==> src/inc/ddrtc_pkg.sv <==
// package: command set, pin encodings and timing figures for the ddr command timing checker
package ddrtc_pkg;

    // ------------------------------------------------------------
    // clock and conversion
    // ------------------------------------------------------------
    localparam int unsigned CLK_PERIOD_PS = 40000;

    // least times round up, never below one cycle
    function automatic int unsigned ddrtc_cyc_min(input int unsigned ps);
        int unsigned c;
        c = (ps + CLK_PERIOD_PS - 1) / CLK_PERIOD_PS;
        return (c < 1) ? 1 : c;
    endfunction : ddrtc_cyc_min

    // longest times round down, never below one cycle
    function automatic int unsigned ddrtc_cyc_max(input int unsigned ps);
        int unsigned c;
        c = ps / CLK_PERIOD_PS;
        return (c < 1) ? 1 : c;
    endfunction : ddrtc_cyc_max

    // ------------------------------------------------------------
    // timing figures, -5 and -6 grades
    // ------------------------------------------------------------
    localparam int unsigned ACT_TO_ACT_PERIOD_NS_5 = 55;
    localparam int unsigned ACT_TO_ACT_PERIOD_NS_6 = 60;
    localparam int unsigned REFRESH_CYCLE_TIME_NS_5 = 70;
    localparam int unsigned REFRESH_CYCLE_TIME_NS_6 = 72;
    localparam int unsigned ACT_TO_RW_DELAY_NS = 15;
    localparam int unsigned PRECHARGE_PERIOD_NS = 15;
    localparam int unsigned WRITE_RECOVERY_NS = 15;
    localparam int unsigned BANK_TO_BANK_ACT_GAP_NS_5 = 10;
    localparam int unsigned BANK_TO_BANK_ACT_GAP_NS_6 = 12;
    localparam int unsigned WRITE_TO_READ_TURNAROUND_CK_5 = 2;
    localparam int unsigned WRITE_TO_READ_TURNAROUND_CK_6 = 1;
    localparam int unsigned SELFREF_EXIT_NONREAD_WAIT_NS_5 = 70;
    localparam int unsigned SELFREF_EXIT_NONREAD_WAIT_NS_6 = 75;
    localparam int unsigned SELFREF_EXIT_READ_WAIT_CK = 200;
    localparam int unsigned POWERDOWN_EXIT_READ_WAIT_CK = 200;
    localparam int unsigned REFRESH_INTERVAL_AVG_NS_NARROW = 7800;
    localparam int unsigned REFRESH_INTERVAL_AVG_NS_WIDE = 15600;
    localparam int unsigned REFRESH_INTERVAL_AVG_NS_NARROW_HOT = 1900;
    localparam int unsigned REFRESH_INTERVAL_AVG_NS_WIDE_HOT = 3900;
    localparam int unsigned PS_PER_NS = 1000;
    localparam int unsigned MAX_POSTED_REFRESH = 8;

    // ------------------------------------------------------------
    // sizes and pin encodings {ras_n, cas_n, we_n}
    // ------------------------------------------------------------
    localparam int unsigned NUM_BANKS = 4;
    localparam int unsigned TIMER_W = 8;
    localparam int unsigned REFI_W = 10;
    localparam int unsigned DEBT_W = 4;
    localparam logic [2:0] PINS_NOP = 3'h7;
    localparam logic [2:0] PINS_ACT = 3'h3;
    localparam logic [2:0] PINS_READ = 3'h5;
    localparam logic [2:0] PINS_WRITE = 3'h4;
    localparam logic [2:0] PINS_PRE = 3'h2;
    localparam logic [2:0] PINS_REF = 3'h1;
    localparam logic [TIMER_W-1:0] SINCE_MAX = 8'hff;

    typedef enum logic [3:0] {
        OP_NOP, OP_ACT, OP_READ, OP_WRITE, OP_PRE, OP_REF,
        OP_SREF_IN, OP_SREF_OUT, OP_PD_IN, OP_PD_OUT
    } ddrtc_op_t;

    typedef enum logic [1:0] {PW_AWAKE, PW_SREF, PW_PD} ddrtc_pwr_t;

endpackage : ddrtc_pkg

==> src/logic/ddrtc_ctrl.sv <==
// module: host-side ddr command issuer that holds every command until its spacing is met
// ------------------------------------------------------------
// Notes on behaviour
// - activate to activate or refresh waits
// - refresh to activate or refresh waits
// - activate to read/write same bank waits
// - write recovery plus precharge after autoprecharge write
// - autoprecharge access waits after bank activate
// - activates to different banks spaced apart
// - last write data to read turnaround
// - self refresh exit to non-read waits
// - self refresh exit to read 200 cycles
// - refresh interval average kept only while awake, paused in self refresh and power-down, temperature aware
// - posted refresh debt saturates at eight
// - unstable clock power-down exit to read waits 200 cycles
// - write strobe driven low as preamble
// ------------------------------------------------------------
`timescale 1ns/1ps
module ddrtc_ctrl #(
    parameter bit GRADE_5 = 1'b1,
    parameter bit WIDE_X32 = 1'b0
) (
    // clock and reset
    input wire logic i_clk_sys,
    input wire logic i_resetn,
    // command request
    input wire logic i_cmd_valid,
    input wire ddrtc_pkg::ddrtc_op_t i_cmd_op,
    input wire logic [1:0] i_cmd_bank,
    input wire logic i_cmd_ap,
    output logic o_cmd_ack,
    // write data and conditions
    input wire logic i_wdata_last,
    input wire logic i_hot_temp,
    input wire logic i_clk_unstable,
    // refresh status
    output logic o_refresh_due,
    output logic o_refresh_urgent,
    // memory pins
    output logic o_cke,
    output logic o_ras_n,
    output logic o_cas_n,
    output logic o_we_n,
    output logic [1:0] o_ba,
    output logic o_a_ap,
    output logic o_dqs_o,
    output logic o_dqs_oe
);
    // ------------------------------------------------------------
    // cycle counts
    // ------------------------------------------------------------
    localparam int unsigned NSP = ddrtc_pkg::PS_PER_NS;
    localparam int unsigned RC = ddrtc_pkg::ddrtc_cyc_min(NSP * (GRADE_5 ?
        ddrtc_pkg::ACT_TO_ACT_PERIOD_NS_5 : ddrtc_pkg::ACT_TO_ACT_PERIOD_NS_6));
    localparam int unsigned RFC = ddrtc_pkg::ddrtc_cyc_min(NSP * (GRADE_5 ?
        ddrtc_pkg::REFRESH_CYCLE_TIME_NS_5 : ddrtc_pkg::REFRESH_CYCLE_TIME_NS_6));
    localparam int unsigned RCD = ddrtc_pkg::ddrtc_cyc_min(NSP * ddrtc_pkg::ACT_TO_RW_DELAY_NS);
    localparam int unsigned RP = ddrtc_pkg::ddrtc_cyc_min(NSP * ddrtc_pkg::PRECHARGE_PERIOD_NS);
    localparam int unsigned WR = ddrtc_pkg::ddrtc_cyc_min(NSP * ddrtc_pkg::WRITE_RECOVERY_NS);
    localparam int unsigned DAL = WR + RP;
    localparam int unsigned RRD = ddrtc_pkg::ddrtc_cyc_min(NSP * (GRADE_5 ?
        ddrtc_pkg::BANK_TO_BANK_ACT_GAP_NS_5 : ddrtc_pkg::BANK_TO_BANK_ACT_GAP_NS_6));
    localparam int unsigned WTR = GRADE_5 ? ddrtc_pkg::WRITE_TO_READ_TURNAROUND_CK_5 :
        ddrtc_pkg::WRITE_TO_READ_TURNAROUND_CK_6;
    localparam int unsigned XSNR = ddrtc_pkg::ddrtc_cyc_min(NSP * (GRADE_5 ?
        ddrtc_pkg::SELFREF_EXIT_NONREAD_WAIT_NS_5 : ddrtc_pkg::SELFREF_EXIT_NONREAD_WAIT_NS_6));
    localparam int unsigned XSRD = ddrtc_pkg::SELFREF_EXIT_READ_WAIT_CK;
    localparam int unsigned XPRD = ddrtc_pkg::POWERDOWN_EXIT_READ_WAIT_CK;
    localparam int unsigned REFI_COOL = ddrtc_pkg::ddrtc_cyc_max(NSP * (WIDE_X32 ?
        ddrtc_pkg::REFRESH_INTERVAL_AVG_NS_WIDE : ddrtc_pkg::REFRESH_INTERVAL_AVG_NS_NARROW));
    localparam int unsigned REFI_HOT = ddrtc_pkg::ddrtc_cyc_max(NSP * (WIDE_X32 ?
        ddrtc_pkg::REFRESH_INTERVAL_AVG_NS_WIDE_HOT :
        ddrtc_pkg::REFRESH_INTERVAL_AVG_NS_NARROW_HOT));
    localparam int unsigned NB = ddrtc_pkg::NUM_BANKS;
    localparam int unsigned TW = ddrtc_pkg::TIMER_W;
    localparam int unsigned DMAX = ddrtc_pkg::MAX_POSTED_REFRESH;

    // ------------------------------------------------------------
    // acceptance
    // ------------------------------------------------------------
    ddrtc_pkg::ddrtc_pwr_t pwr_q;
    ddrtc_pkg::ddrtc_op_t op_q;
    logic [NB-1:0] rc_done, rcd_done, pre_done, ap_pend_q, bsel;
    logic rrd_done, rfc_done, wtr_done, xsnr_done, rd_done;
    logic legal, take, awake, bank_ok;
    logic [ddrtc_pkg::DEBT_W-1:0] debt_q;
    logic [ddrtc_pkg::REFI_W-1:0] refi_q;
    logic wr_active_q;

    assign awake = (pwr_q == ddrtc_pkg::PW_AWAKE);
    assign bsel = NB'(1) << i_cmd_bank;
    assign bank_ok = pre_done[i_cmd_bank] && !ap_pend_q[i_cmd_bank];

    always_comb begin
        unique case (i_cmd_op)
            ddrtc_pkg::OP_ACT: legal = awake && xsnr_done && rfc_done && rrd_done
                && rc_done[i_cmd_bank] && bank_ok;
            ddrtc_pkg::OP_READ: legal = awake && rd_done && wtr_done
                && rcd_done[i_cmd_bank] && !ap_pend_q[i_cmd_bank];
            ddrtc_pkg::OP_WRITE: legal = awake && xsnr_done
                && rcd_done[i_cmd_bank] && !ap_pend_q[i_cmd_bank];
            ddrtc_pkg::OP_PRE: legal = awake && xsnr_done && !ap_pend_q[i_cmd_bank];
            ddrtc_pkg::OP_REF: legal = awake && xsnr_done && rfc_done
                && (&rc_done) && (&pre_done) && !(|ap_pend_q);
            ddrtc_pkg::OP_SREF_IN: legal = awake && xsnr_done && (&pre_done) && !(|ap_pend_q);
            ddrtc_pkg::OP_PD_IN: legal = awake && xsnr_done;
            ddrtc_pkg::OP_SREF_OUT: legal = (pwr_q == ddrtc_pkg::PW_SREF);
            ddrtc_pkg::OP_PD_OUT: legal = (pwr_q == ddrtc_pkg::PW_PD);
            default: legal = 1'b0;
        endcase
    end

    // one command per ack; the requester drops valid on ack
    assign take = i_cmd_valid && legal && !o_cmd_ack;

    // ------------------------------------------------------------
    // per-bank timers
    // ------------------------------------------------------------
    genvar b;
    generate
        for (b = 0; b < NB; b++) begin : g_bank
            logic act_b, pre_ld;
            logic [TW-1:0] pre_val;
            assign act_b = take && (i_cmd_op == ddrtc_pkg::OP_ACT) && bsel[b];
            // plain precharge (ap = all banks), read autoprecharge, or write autoprecharge end
            assign pre_ld = (take && (i_cmd_op == ddrtc_pkg::OP_PRE) && (bsel[b] || i_cmd_ap))
                || (take && (i_cmd_op == ddrtc_pkg::OP_READ) && i_cmd_ap && bsel[b])
                || (i_wdata_last && ap_pend_q[b]);
            assign pre_val = (i_wdata_last && ap_pend_q[b]) ? TW'(DAL) : TW'(RP);
            ddrtc_timer #(.W(TW)) u_rc (.i_clk_sys(i_clk_sys), .i_resetn(i_resetn),
                .i_load(act_b), .i_value(TW'(RC)), .o_done(rc_done[b]));
            ddrtc_timer #(.W(TW)) u_rcd (.i_clk_sys(i_clk_sys), .i_resetn(i_resetn),
                .i_load(act_b), .i_value(TW'(RCD)), .o_done(rcd_done[b]));
            ddrtc_timer #(.W(TW)) u_pre (.i_clk_sys(i_clk_sys), .i_resetn(i_resetn),
                .i_load(pre_ld), .i_value(pre_val), .o_done(pre_done[b]));
        end
    endgenerate

    // bank blocked from autoprecharge write until write recovery starts
    always_ff @(posedge i_clk_sys or negedge i_resetn) begin
        if (!i_resetn) begin
            ap_pend_q <= '0;
        end else begin
            for (int k = 0; k < NB; k++) begin
                if (take && (i_cmd_op == ddrtc_pkg::OP_WRITE) && i_cmd_ap && bsel[k]) begin
                    ap_pend_q[k] <= 1'b1;
                end else if (i_wdata_last) begin
                    ap_pend_q[k] <= 1'b0;
                end
            end
        end
    end

    // ------------------------------------------------------------
    // shared timers
    // ------------------------------------------------------------
    logic srx, pdx;
    assign srx = take && (i_cmd_op == ddrtc_pkg::OP_SREF_OUT);
    assign pdx = take && (i_cmd_op == ddrtc_pkg::OP_PD_OUT) && i_clk_unstable;

    ddrtc_timer #(.W(TW)) u_rrd (.i_clk_sys(i_clk_sys), .i_resetn(i_resetn),
        .i_load(take && (i_cmd_op == ddrtc_pkg::OP_ACT)), .i_value(TW'(RRD)),
        .o_done(rrd_done));
    ddrtc_timer #(.W(TW)) u_rfc (.i_clk_sys(i_clk_sys), .i_resetn(i_resetn),
        .i_load(take && (i_cmd_op == ddrtc_pkg::OP_REF)), .i_value(TW'(RFC)),
        .o_done(rfc_done));
    ddrtc_timer #(.W(TW)) u_wtr (.i_clk_sys(i_clk_sys), .i_resetn(i_resetn),
        .i_load(i_wdata_last), .i_value(TW'(WTR)), .o_done(wtr_done));
    ddrtc_timer #(.W(TW)) u_xsnr (.i_clk_sys(i_clk_sys), .i_resetn(i_resetn),
        .i_load(srx), .i_value(TW'(XSNR)), .o_done(xsnr_done));
    ddrtc_timer #(.W(TW)) u_rd (.i_clk_sys(i_clk_sys), .i_resetn(i_resetn),
        .i_load(srx || pdx), .i_value(srx ? TW'(XSRD) : TW'(XPRD)),
        .o_done(rd_done));

    // ------------------------------------------------------------
    // power state
    // ------------------------------------------------------------
    always_ff @(posedge i_clk_sys or negedge i_resetn) begin
        if (!i_resetn) begin
            pwr_q <= ddrtc_pkg::PW_AWAKE;
        end else if (take) begin
            unique case (i_cmd_op)
                ddrtc_pkg::OP_SREF_IN: pwr_q <= ddrtc_pkg::PW_SREF;
                ddrtc_pkg::OP_PD_IN: pwr_q <= ddrtc_pkg::PW_PD;
                ddrtc_pkg::OP_SREF_OUT, ddrtc_pkg::OP_PD_OUT: pwr_q <= ddrtc_pkg::PW_AWAKE;
                default: pwr_q <= pwr_q;
            endcase
        end
    end

    // ------------------------------------------------------------
    // refresh interval and posted debt
    // ------------------------------------------------------------
    logic refi_tick, ref_take;
    assign refi_tick = awake && (refi_q == '0);
    assign ref_take = take && (i_cmd_op == ddrtc_pkg::OP_REF);

    always_ff @(posedge i_clk_sys or negedge i_resetn) begin
        if (!i_resetn) begin
            refi_q <= ddrtc_pkg::REFI_W'(REFI_COOL - 1);
        end else if (refi_tick) begin
            refi_q <= i_hot_temp ? ddrtc_pkg::REFI_W'(REFI_HOT - 1)
                                 : ddrtc_pkg::REFI_W'(REFI_COOL - 1);
        end else if (awake) begin
            refi_q <= refi_q - 1'b1;
        end
    end

    always_ff @(posedge i_clk_sys or negedge i_resetn) begin
        if (!i_resetn) begin
            debt_q <= '0;
        end else if (refi_tick && !ref_take && debt_q < ddrtc_pkg::DEBT_W'(DMAX)) begin
            debt_q <= debt_q + 1'b1;
        end else if (ref_take && !refi_tick && debt_q != '0) begin
            debt_q <= debt_q - 1'b1;
        end
    end

    always_ff @(posedge i_clk_sys or negedge i_resetn) begin
        if (!i_resetn) begin
            o_refresh_due <= 1'b0;
            o_refresh_urgent <= 1'b0;
        end else begin
            o_refresh_due <= (debt_q != '0);
            o_refresh_urgent <= (debt_q == ddrtc_pkg::DEBT_W'(DMAX));
        end
    end

    // ------------------------------------------------------------
    // command pins
    // ------------------------------------------------------------
    always_ff @(posedge i_clk_sys or negedge i_resetn) begin
        if (!i_resetn) begin
            {o_ras_n, o_cas_n, o_we_n} <= ddrtc_pkg::PINS_NOP;
            o_cke <= 1'b1;
            o_ba <= '0;
            o_a_ap <= 1'b0;
            o_cmd_ack <= 1'b0;
            op_q <= ddrtc_pkg::OP_NOP;
        end else begin
            o_cmd_ack <= take;
            op_q <= take ? i_cmd_op : ddrtc_pkg::OP_NOP;
            o_ba <= take ? i_cmd_bank : o_ba;
            o_a_ap <= take && i_cmd_ap;
            {o_ras_n, o_cas_n, o_we_n} <= ddrtc_pkg::PINS_NOP;
            if (take) begin
                unique case (i_cmd_op)
                    ddrtc_pkg::OP_ACT: {o_ras_n, o_cas_n, o_we_n} <= ddrtc_pkg::PINS_ACT;
                    ddrtc_pkg::OP_READ: {o_ras_n, o_cas_n, o_we_n} <= ddrtc_pkg::PINS_READ;
                    ddrtc_pkg::OP_WRITE: {o_ras_n, o_cas_n, o_we_n} <= ddrtc_pkg::PINS_WRITE;
                    ddrtc_pkg::OP_PRE: {o_ras_n, o_cas_n, o_we_n} <= ddrtc_pkg::PINS_PRE;
                    ddrtc_pkg::OP_REF, ddrtc_pkg::OP_SREF_IN:
                        {o_ras_n, o_cas_n, o_we_n} <= ddrtc_pkg::PINS_REF;
                    default: {o_ras_n, o_cas_n, o_we_n} <= ddrtc_pkg::PINS_NOP;
                endcase
                if (i_cmd_op == ddrtc_pkg::OP_SREF_IN || i_cmd_op == ddrtc_pkg::OP_PD_IN) begin
                    o_cke <= 1'b0;
                end else if (i_cmd_op == ddrtc_pkg::OP_SREF_OUT
                             || i_cmd_op == ddrtc_pkg::OP_PD_OUT) begin
                    o_cke <= 1'b1;
                end
            end
        end
    end

    // ------------------------------------------------------------
    // write strobe preamble
    // ------------------------------------------------------------
    logic wr_take;
    assign wr_take = take && (i_cmd_op == ddrtc_pkg::OP_WRITE);

    always_ff @(posedge i_clk_sys or negedge i_resetn) begin
        if (!i_resetn) begin
            wr_active_q <= 1'b0;
            o_dqs_oe <= 1'b0;
            o_dqs_o <= 1'b0;
        end else begin
            // a new write wins over the end of the previous one
            wr_active_q <= wr_take || (wr_active_q && !i_wdata_last);
            o_dqs_oe <= wr_take || (wr_active_q && !i_wdata_last);
            o_dqs_o <= 1'b0;
        end
    end

    // ------------------------------------------------------------
    // checks
    // ------------------------------------------------------------
    logic [TW-1:0] since_act_q, since_ref_q, since_srx_q, since_wl_q;
    logic iss_act, iss_ref, iss_rd, iss_srx;
    assign iss_act = o_cmd_ack && (op_q == ddrtc_pkg::OP_ACT);
    assign iss_ref = o_cmd_ack && (op_q == ddrtc_pkg::OP_REF);
    assign iss_rd = o_cmd_ack && (op_q == ddrtc_pkg::OP_READ);
    assign iss_srx = o_cmd_ack && (op_q == ddrtc_pkg::OP_SREF_OUT);

    function automatic logic [TW-1:0] since_next(input logic ev, input logic [TW-1:0] c);
        return ev ? TW'(1) : ((c == ddrtc_pkg::SINCE_MAX) ? c : c + 1'b1);
    endfunction : since_next

    always_ff @(posedge i_clk_sys or negedge i_resetn) begin
        if (!i_resetn) begin
            since_act_q <= ddrtc_pkg::SINCE_MAX;
            since_ref_q <= ddrtc_pkg::SINCE_MAX;
            since_srx_q <= ddrtc_pkg::SINCE_MAX;
            since_wl_q <= ddrtc_pkg::SINCE_MAX;
        end else begin
            since_act_q <= since_next(iss_act, since_act_q);
            since_ref_q <= since_next(iss_ref, since_ref_q);
            since_srx_q <= since_next(iss_srx, since_srx_q);
            since_wl_q <= since_next(i_wdata_last, since_wl_q);
        end
    end
endmodule : ddrtc_ctrl

==> src/logic/ddrtc_timer.sv <==
// module: loadable down counter that reports when a wait has elapsed
`timescale 1ns/1ps
module ddrtc_timer #(
    parameter int unsigned W = 8
) (
    // clock and reset
    input wire logic i_clk_sys,
    input wire logic i_resetn,
    // load
    input wire logic i_load,
    input wire logic [W-1:0] i_value,
    // status
    output logic o_done
);
    logic [W-1:0] cnt_q;

    always_ff @(posedge i_clk_sys or negedge i_resetn) begin
        if (!i_resetn) begin
            cnt_q <= '0;
        end else if (i_load) begin
            cnt_q <= i_value;
        end else if (cnt_q != '0) begin
            cnt_q <= cnt_q - 1'b1;
        end
    end

    assign o_done = (cnt_q == '0);

endmodule : ddrtc_timer
==> config.mk <==
export PLATFORM = sky130hd
export DESIGN_NAME = ddrtc_ctrl
export DESIGN_NICKNAME = d
export VERILOG_FILES = /design/src/inc/ddrtc_pkg.sv /design/src/logic/ddrtc_ctrl.sv /design/src/logic/ddrtc_timer.sv
export SDC_FILE = /design/constraint.sdc
export NUM_CORES = 1
export LEC_CHECK = 0
export ABC_AREA = 1
export BUFFER_PORTS_ARGS = -buffer_cell sky130_fd_sc_hd__buf_2
export CORE_UTILIZATION = 30
export DETAILED_ROUTE_END_ITERATION = 7
export GPL_ROUTABILITY_DRIVEN = 1
export GPL_TIMING_DRIVEN = 0
export PLACE_DENSITY = 0.53
export RECOVER_POWER = 100
export SYNTH_ARGS = -nofsm -noshare
export SYNTH_HDL_FRONTEND = slang
export SYNTH_SLANG_ARGS = --single-unit
==> constraint.sdc <==
create_clock -name i_clk_sys -period 5.1 [get_ports i_clk_sys]
set_clock_uncertainty 0.05 [all_clocks]
set_input_delay 0.51 -clock i_clk_sys [delete_from_list [all_inputs] [get_ports i_clk_sys]]
set_output_delay 0.51 -clock i_clk_sys [all_outputs]
set_load 0.005 [all_outputs]
==> metrics.csv <==
stage;metric;value;unit
clocking;post-cts gate resize count;0;
critical_path;Worst Path Arrival;3.93;ns
timing;Tcrit/Tclk final;71.66;%
critical_path;CP Launch Type;flip-flop;
clocking;# Post-CTS Setup Buffers;0;
run_status;failing checks;max-capacitance violations, max-slew violations;
route;Via Count;6894;
route;DRT Pass-1 Iters;7;
clocking;clock tree buffer depth;2;
synthesis;Synth warnings;0;
placement;DP Area;9672;sq um
grt;number of global-route vias before repair;6550;
route;wire length per cell;11.12;um
timing;total negative slack;0;ns
power;peak supply drop;0.0002039;V
timing;slew margin rel.;-42.95;%
finish;nets;1211;
critical_path;Most common cell on crit path;nand2_1;
critical_path;Worst path max stage delay;0.44;ns
critical_path;WS Path Type;reg2reg;
clocking;CTS tree;built;
clocking;Worst-path clk slew;0.07;ns
synthesis;Synth Area in Adders;5.209;%
synthesis;most common cell in the netlist;nand2_1;
timing;actual slew at the worst max-slew pin;2.144;ns
placement;I/O Buffers;23;
critical_path;Worst Reg-to-Reg Cells;20;
critical_path;critical path peak fanout;10;
finish;Diodes inserted;0;
die;Initial Utilization;30.47;%
grt;GRT Residual Overflow;0;
clocking;Clk Latency, worst-skew pair;0.43;ns
synthesis;Netlist cell types;47;
synthesis;Post-Syn Area;9031;sq um
route;Final ANT Viol Nets;0;
synthesis;area fraction in compound gates after synthesis;7.883;%
flow_run;Max Cap Violations;1;
power;Pwr Density;542.2;nW/um^2
critical_path;Critical-path top delay cell;nand4_1;
synthesis;Synth top cells by count;213 x nand2_1, 209 x inv_1, 160 x dfrtp_1, 141 x nor2_1, 66 x nand3_1;
die;Ports;25;
critical_path;worst r2r dst;debt_q[3];
timing;Fmax;273.6;MHz
die;row cnt;63;
finish;final non-filler cell total;1564;
synthesis;Post-synth ARST share;100.0;%
finish;layout cell share with drive strength beyond 1;5.963;%
critical_path;Worst EP required;5.37;ns
synthesis;EDFF count, synth;0;
clocking;CTS sink cnt;167;
clocking;CTS buffer count;17;
synthesis;xor/xnor cell area share of the yosys netlist;6.789;%
finish;Finished Core Util;34.18;%
placement;dpl cells;1532;
synthesis;Mapped Nets;1168;
grt;GRT Util Overall;12.05;%
synthesis;Post-Syn Instances;1118;
grt;largest net degree at the start of global routing;86;
timing;RSZ-0062 raised after global routing;false;
die;Die X;175.5;um
placement;routability cong.;0.8152;
synthesis;Simple-Gate Fraction of Synth Area;24.66;%
timing;hold slack;0.01492;ns
critical_path;reg-to-reg startpoint;u_rrd.cnt_q[0];
grt;first-pass GRT wire length;30370;um
grt;initial antenna violation count;0;
finish;area delta synth->final;12.18;%
route;drt total wl;17390;um
min_path;class of the tightest hold or removal check;in2async;
route;met3 WL;534;um
timing;max-slew violation count;86;
route;max layer used;met4;
timing;final hold violations;0;
synthesis;Synth top area share;44.33;%
die;CORE AREA;29640;sq um
power;static leakage;5.117;nW
synthesis;largest family of logic cells by synthesized area;simple AND/OR/NAND/NOR gates;
timing;Min Clock Period, post-route;3.654;ns
critical_path;crit path cell chain;inv_1 > ha_1 > inv_1 > nor3_1 > nand4_1 > a21oi_1 > nand3_1 > nand2_1 > nand2_1 > nand3_2 > nand2_4 > clkinvlp_2 > nand2_1 > nand3_2 > ha_1 > a21o_1 > a21oi_1 > nand2_1 > nand2_1 > nand2_1;
critical_path;flop2flop setup slack;1.45;ns
clocking;clock root cell;clkbuf_16;
timing;# setup viols final;0;
critical_path;Setup crit end kind;flip-flop;
synthesis;Syn Area/Cell;8.078;sq um
route;initial drt markers;439;
route;Residual DRC;0;
die;Die Span Y;175.5;um
die;Die ar.;30800;sq um
synthesis;dominant synthesized flop cell;dfrtp_1;
route;DR WL met2;7754;um
run_status;status;finished with violations;
route;M1 wire length;8906;um
synthesis;post-synthesis mux area share;0;%
synthesis;area leader, netlist;dfrtp_1;
route;vias per cell;4.408;
clocking;hold-fix buffers at CTS;0;
clocking;H-tree Lvls;4;
synthesis;Area contributors post-synth;dfrtp_1 44%, nand2_1 8.9%, inv_1 8.7%;
synthesis;sequential share of the synthesized area;46.37;%
placement;post-DP HPWL;12630;um
synthesis;number of synthesized register bits;167;
finish;post-route cell area;10130;sq um
## area by class of cell
| type | instances | area, sq um |
|---|---|---|
| Fill cell | 3142 | 19510 |
| Sequential cell | 167 | 4188 |
| Multi-Input combinational cell | 735 | 3945 |
| Inverter | 214 | 804.5 |
| Tap cell | 390 | 488.0 |
| Clock buffer | 18 | 429.2 |
| Clock inverter | 14 | 143.9 |
| Timing Repair Buffer | 24 | 121.4 |
| Buffer | 2 | 11.26 |
## flip-flops by register name, summed over array words and instances (netlist names), 2 cells and up
signal,flops
g_bank.u_pre.cnt_q,32
g_bank.u_rc.cnt_q,32
g_bank.u_rcd.cnt_q,32
refi_q,10
u_rd.cnt_q,8
u_rfc.cnt_q,8
u_rrd.cnt_q,8
u_wtr.cnt_q,8
u_xsnr.cnt_q,8
ap_pend_q,4
debt_q,4
o_ba,2
pwr_q,2
## where the power goes
part / switching, mW / internal [mW]
registers: 0.422 / 1.92
clock network: 0.576 / 0.687
logic: 1.08 / 0.807
total: 2.08 / 3.41
## per-layer routing
layer  track usage, %  vias up
met2            19.00       70
met1            16.39     3209
li1                 -     3603
met4            3.659        0
met5                0        -
met3            2.749       12
## placed cells by master, fill, tap and decap left out, types with 2 or more instances in the layout
master / count
o21ai_0: 47
a21boi_0: 2
ha_1: 36
nor2_1: 150
nor4_1: 12
o22ai_1: 4
nand2_4: 2
clkbuf_16: 17
o31ai_1: 2
xor2_1: 43
clkbuf_1: 9
nor3_1: 31
dfstp_2: 6
dfrtp_1: 160
xnor2_1: 27
inv_6: 2
clkinv_4: 4
or3_1: 2
nand3b_1: 5
nand2_1: 218
a21oi_1: 37
a31oi_1: 2
a22oi_1: 2
o211ai_1: 16
inv_8: 3
clkinvlp_4: 3
nand4_1: 12
buf_2: 15
o21ai_1: 2
inv_1: 209
nor2_4: 2
nand3_1: 66
inv_2: 4
nand3_2: 2
nor2_2: 2
## stage by stage
| stage | setup WS, ns | total power, mW |
|---|---|---|
| finish | 1.446 | 5.493 |
| floorplan | 2.402 | 3.886 |
| detailed placement | 1.858 | 4.305 |
| CTS | 1.874 | 5.610 |
| global route | 0.8069 | 6.036 |
| global placement | 0.6653 | 4.255 |
## how the worst max path moves through the flow
stage | from | endpoint | slack, ns | cells after the start
after floorplan | u_rrd.cnt_q[0] | debt_q[3] | 2.40 | 20
after global placement | i_resetn | g_bank[0].u_rcd.cnt_q[3] | 0.67 | 1
after detailed placement | i_cmd_bank[1] | debt_q[3] | 1.86 | 21
after CTS | g_bank[2].u_rc.cnt_q[0] | debt_q[3] | 1.87 | 20
after global routing | u_rrd.cnt_q[0] | debt_q[3] | 0.81 | 20
final | u_rrd.cnt_q[0] | debt_q[3] | 1.45 | 20
## critical path: cells and delay by family, from the launching register on
family	cells	cell delay [ns]
AOI/OAI and AO/OA	3	0.55
adders and majority gates	2	0.44
buffers and inverters	3	0.35
DFF	1	0.38
and+or+nand+nor	12	1.77
## cell families after synthesis
group	Yosys count
simple gates	507
other cells	1
fa+ha+maj	37
flops	167
compound gates	120
buf+inv	216
xor+xnor	70
No activity file was read; power rests on OpenSTA's default activity.
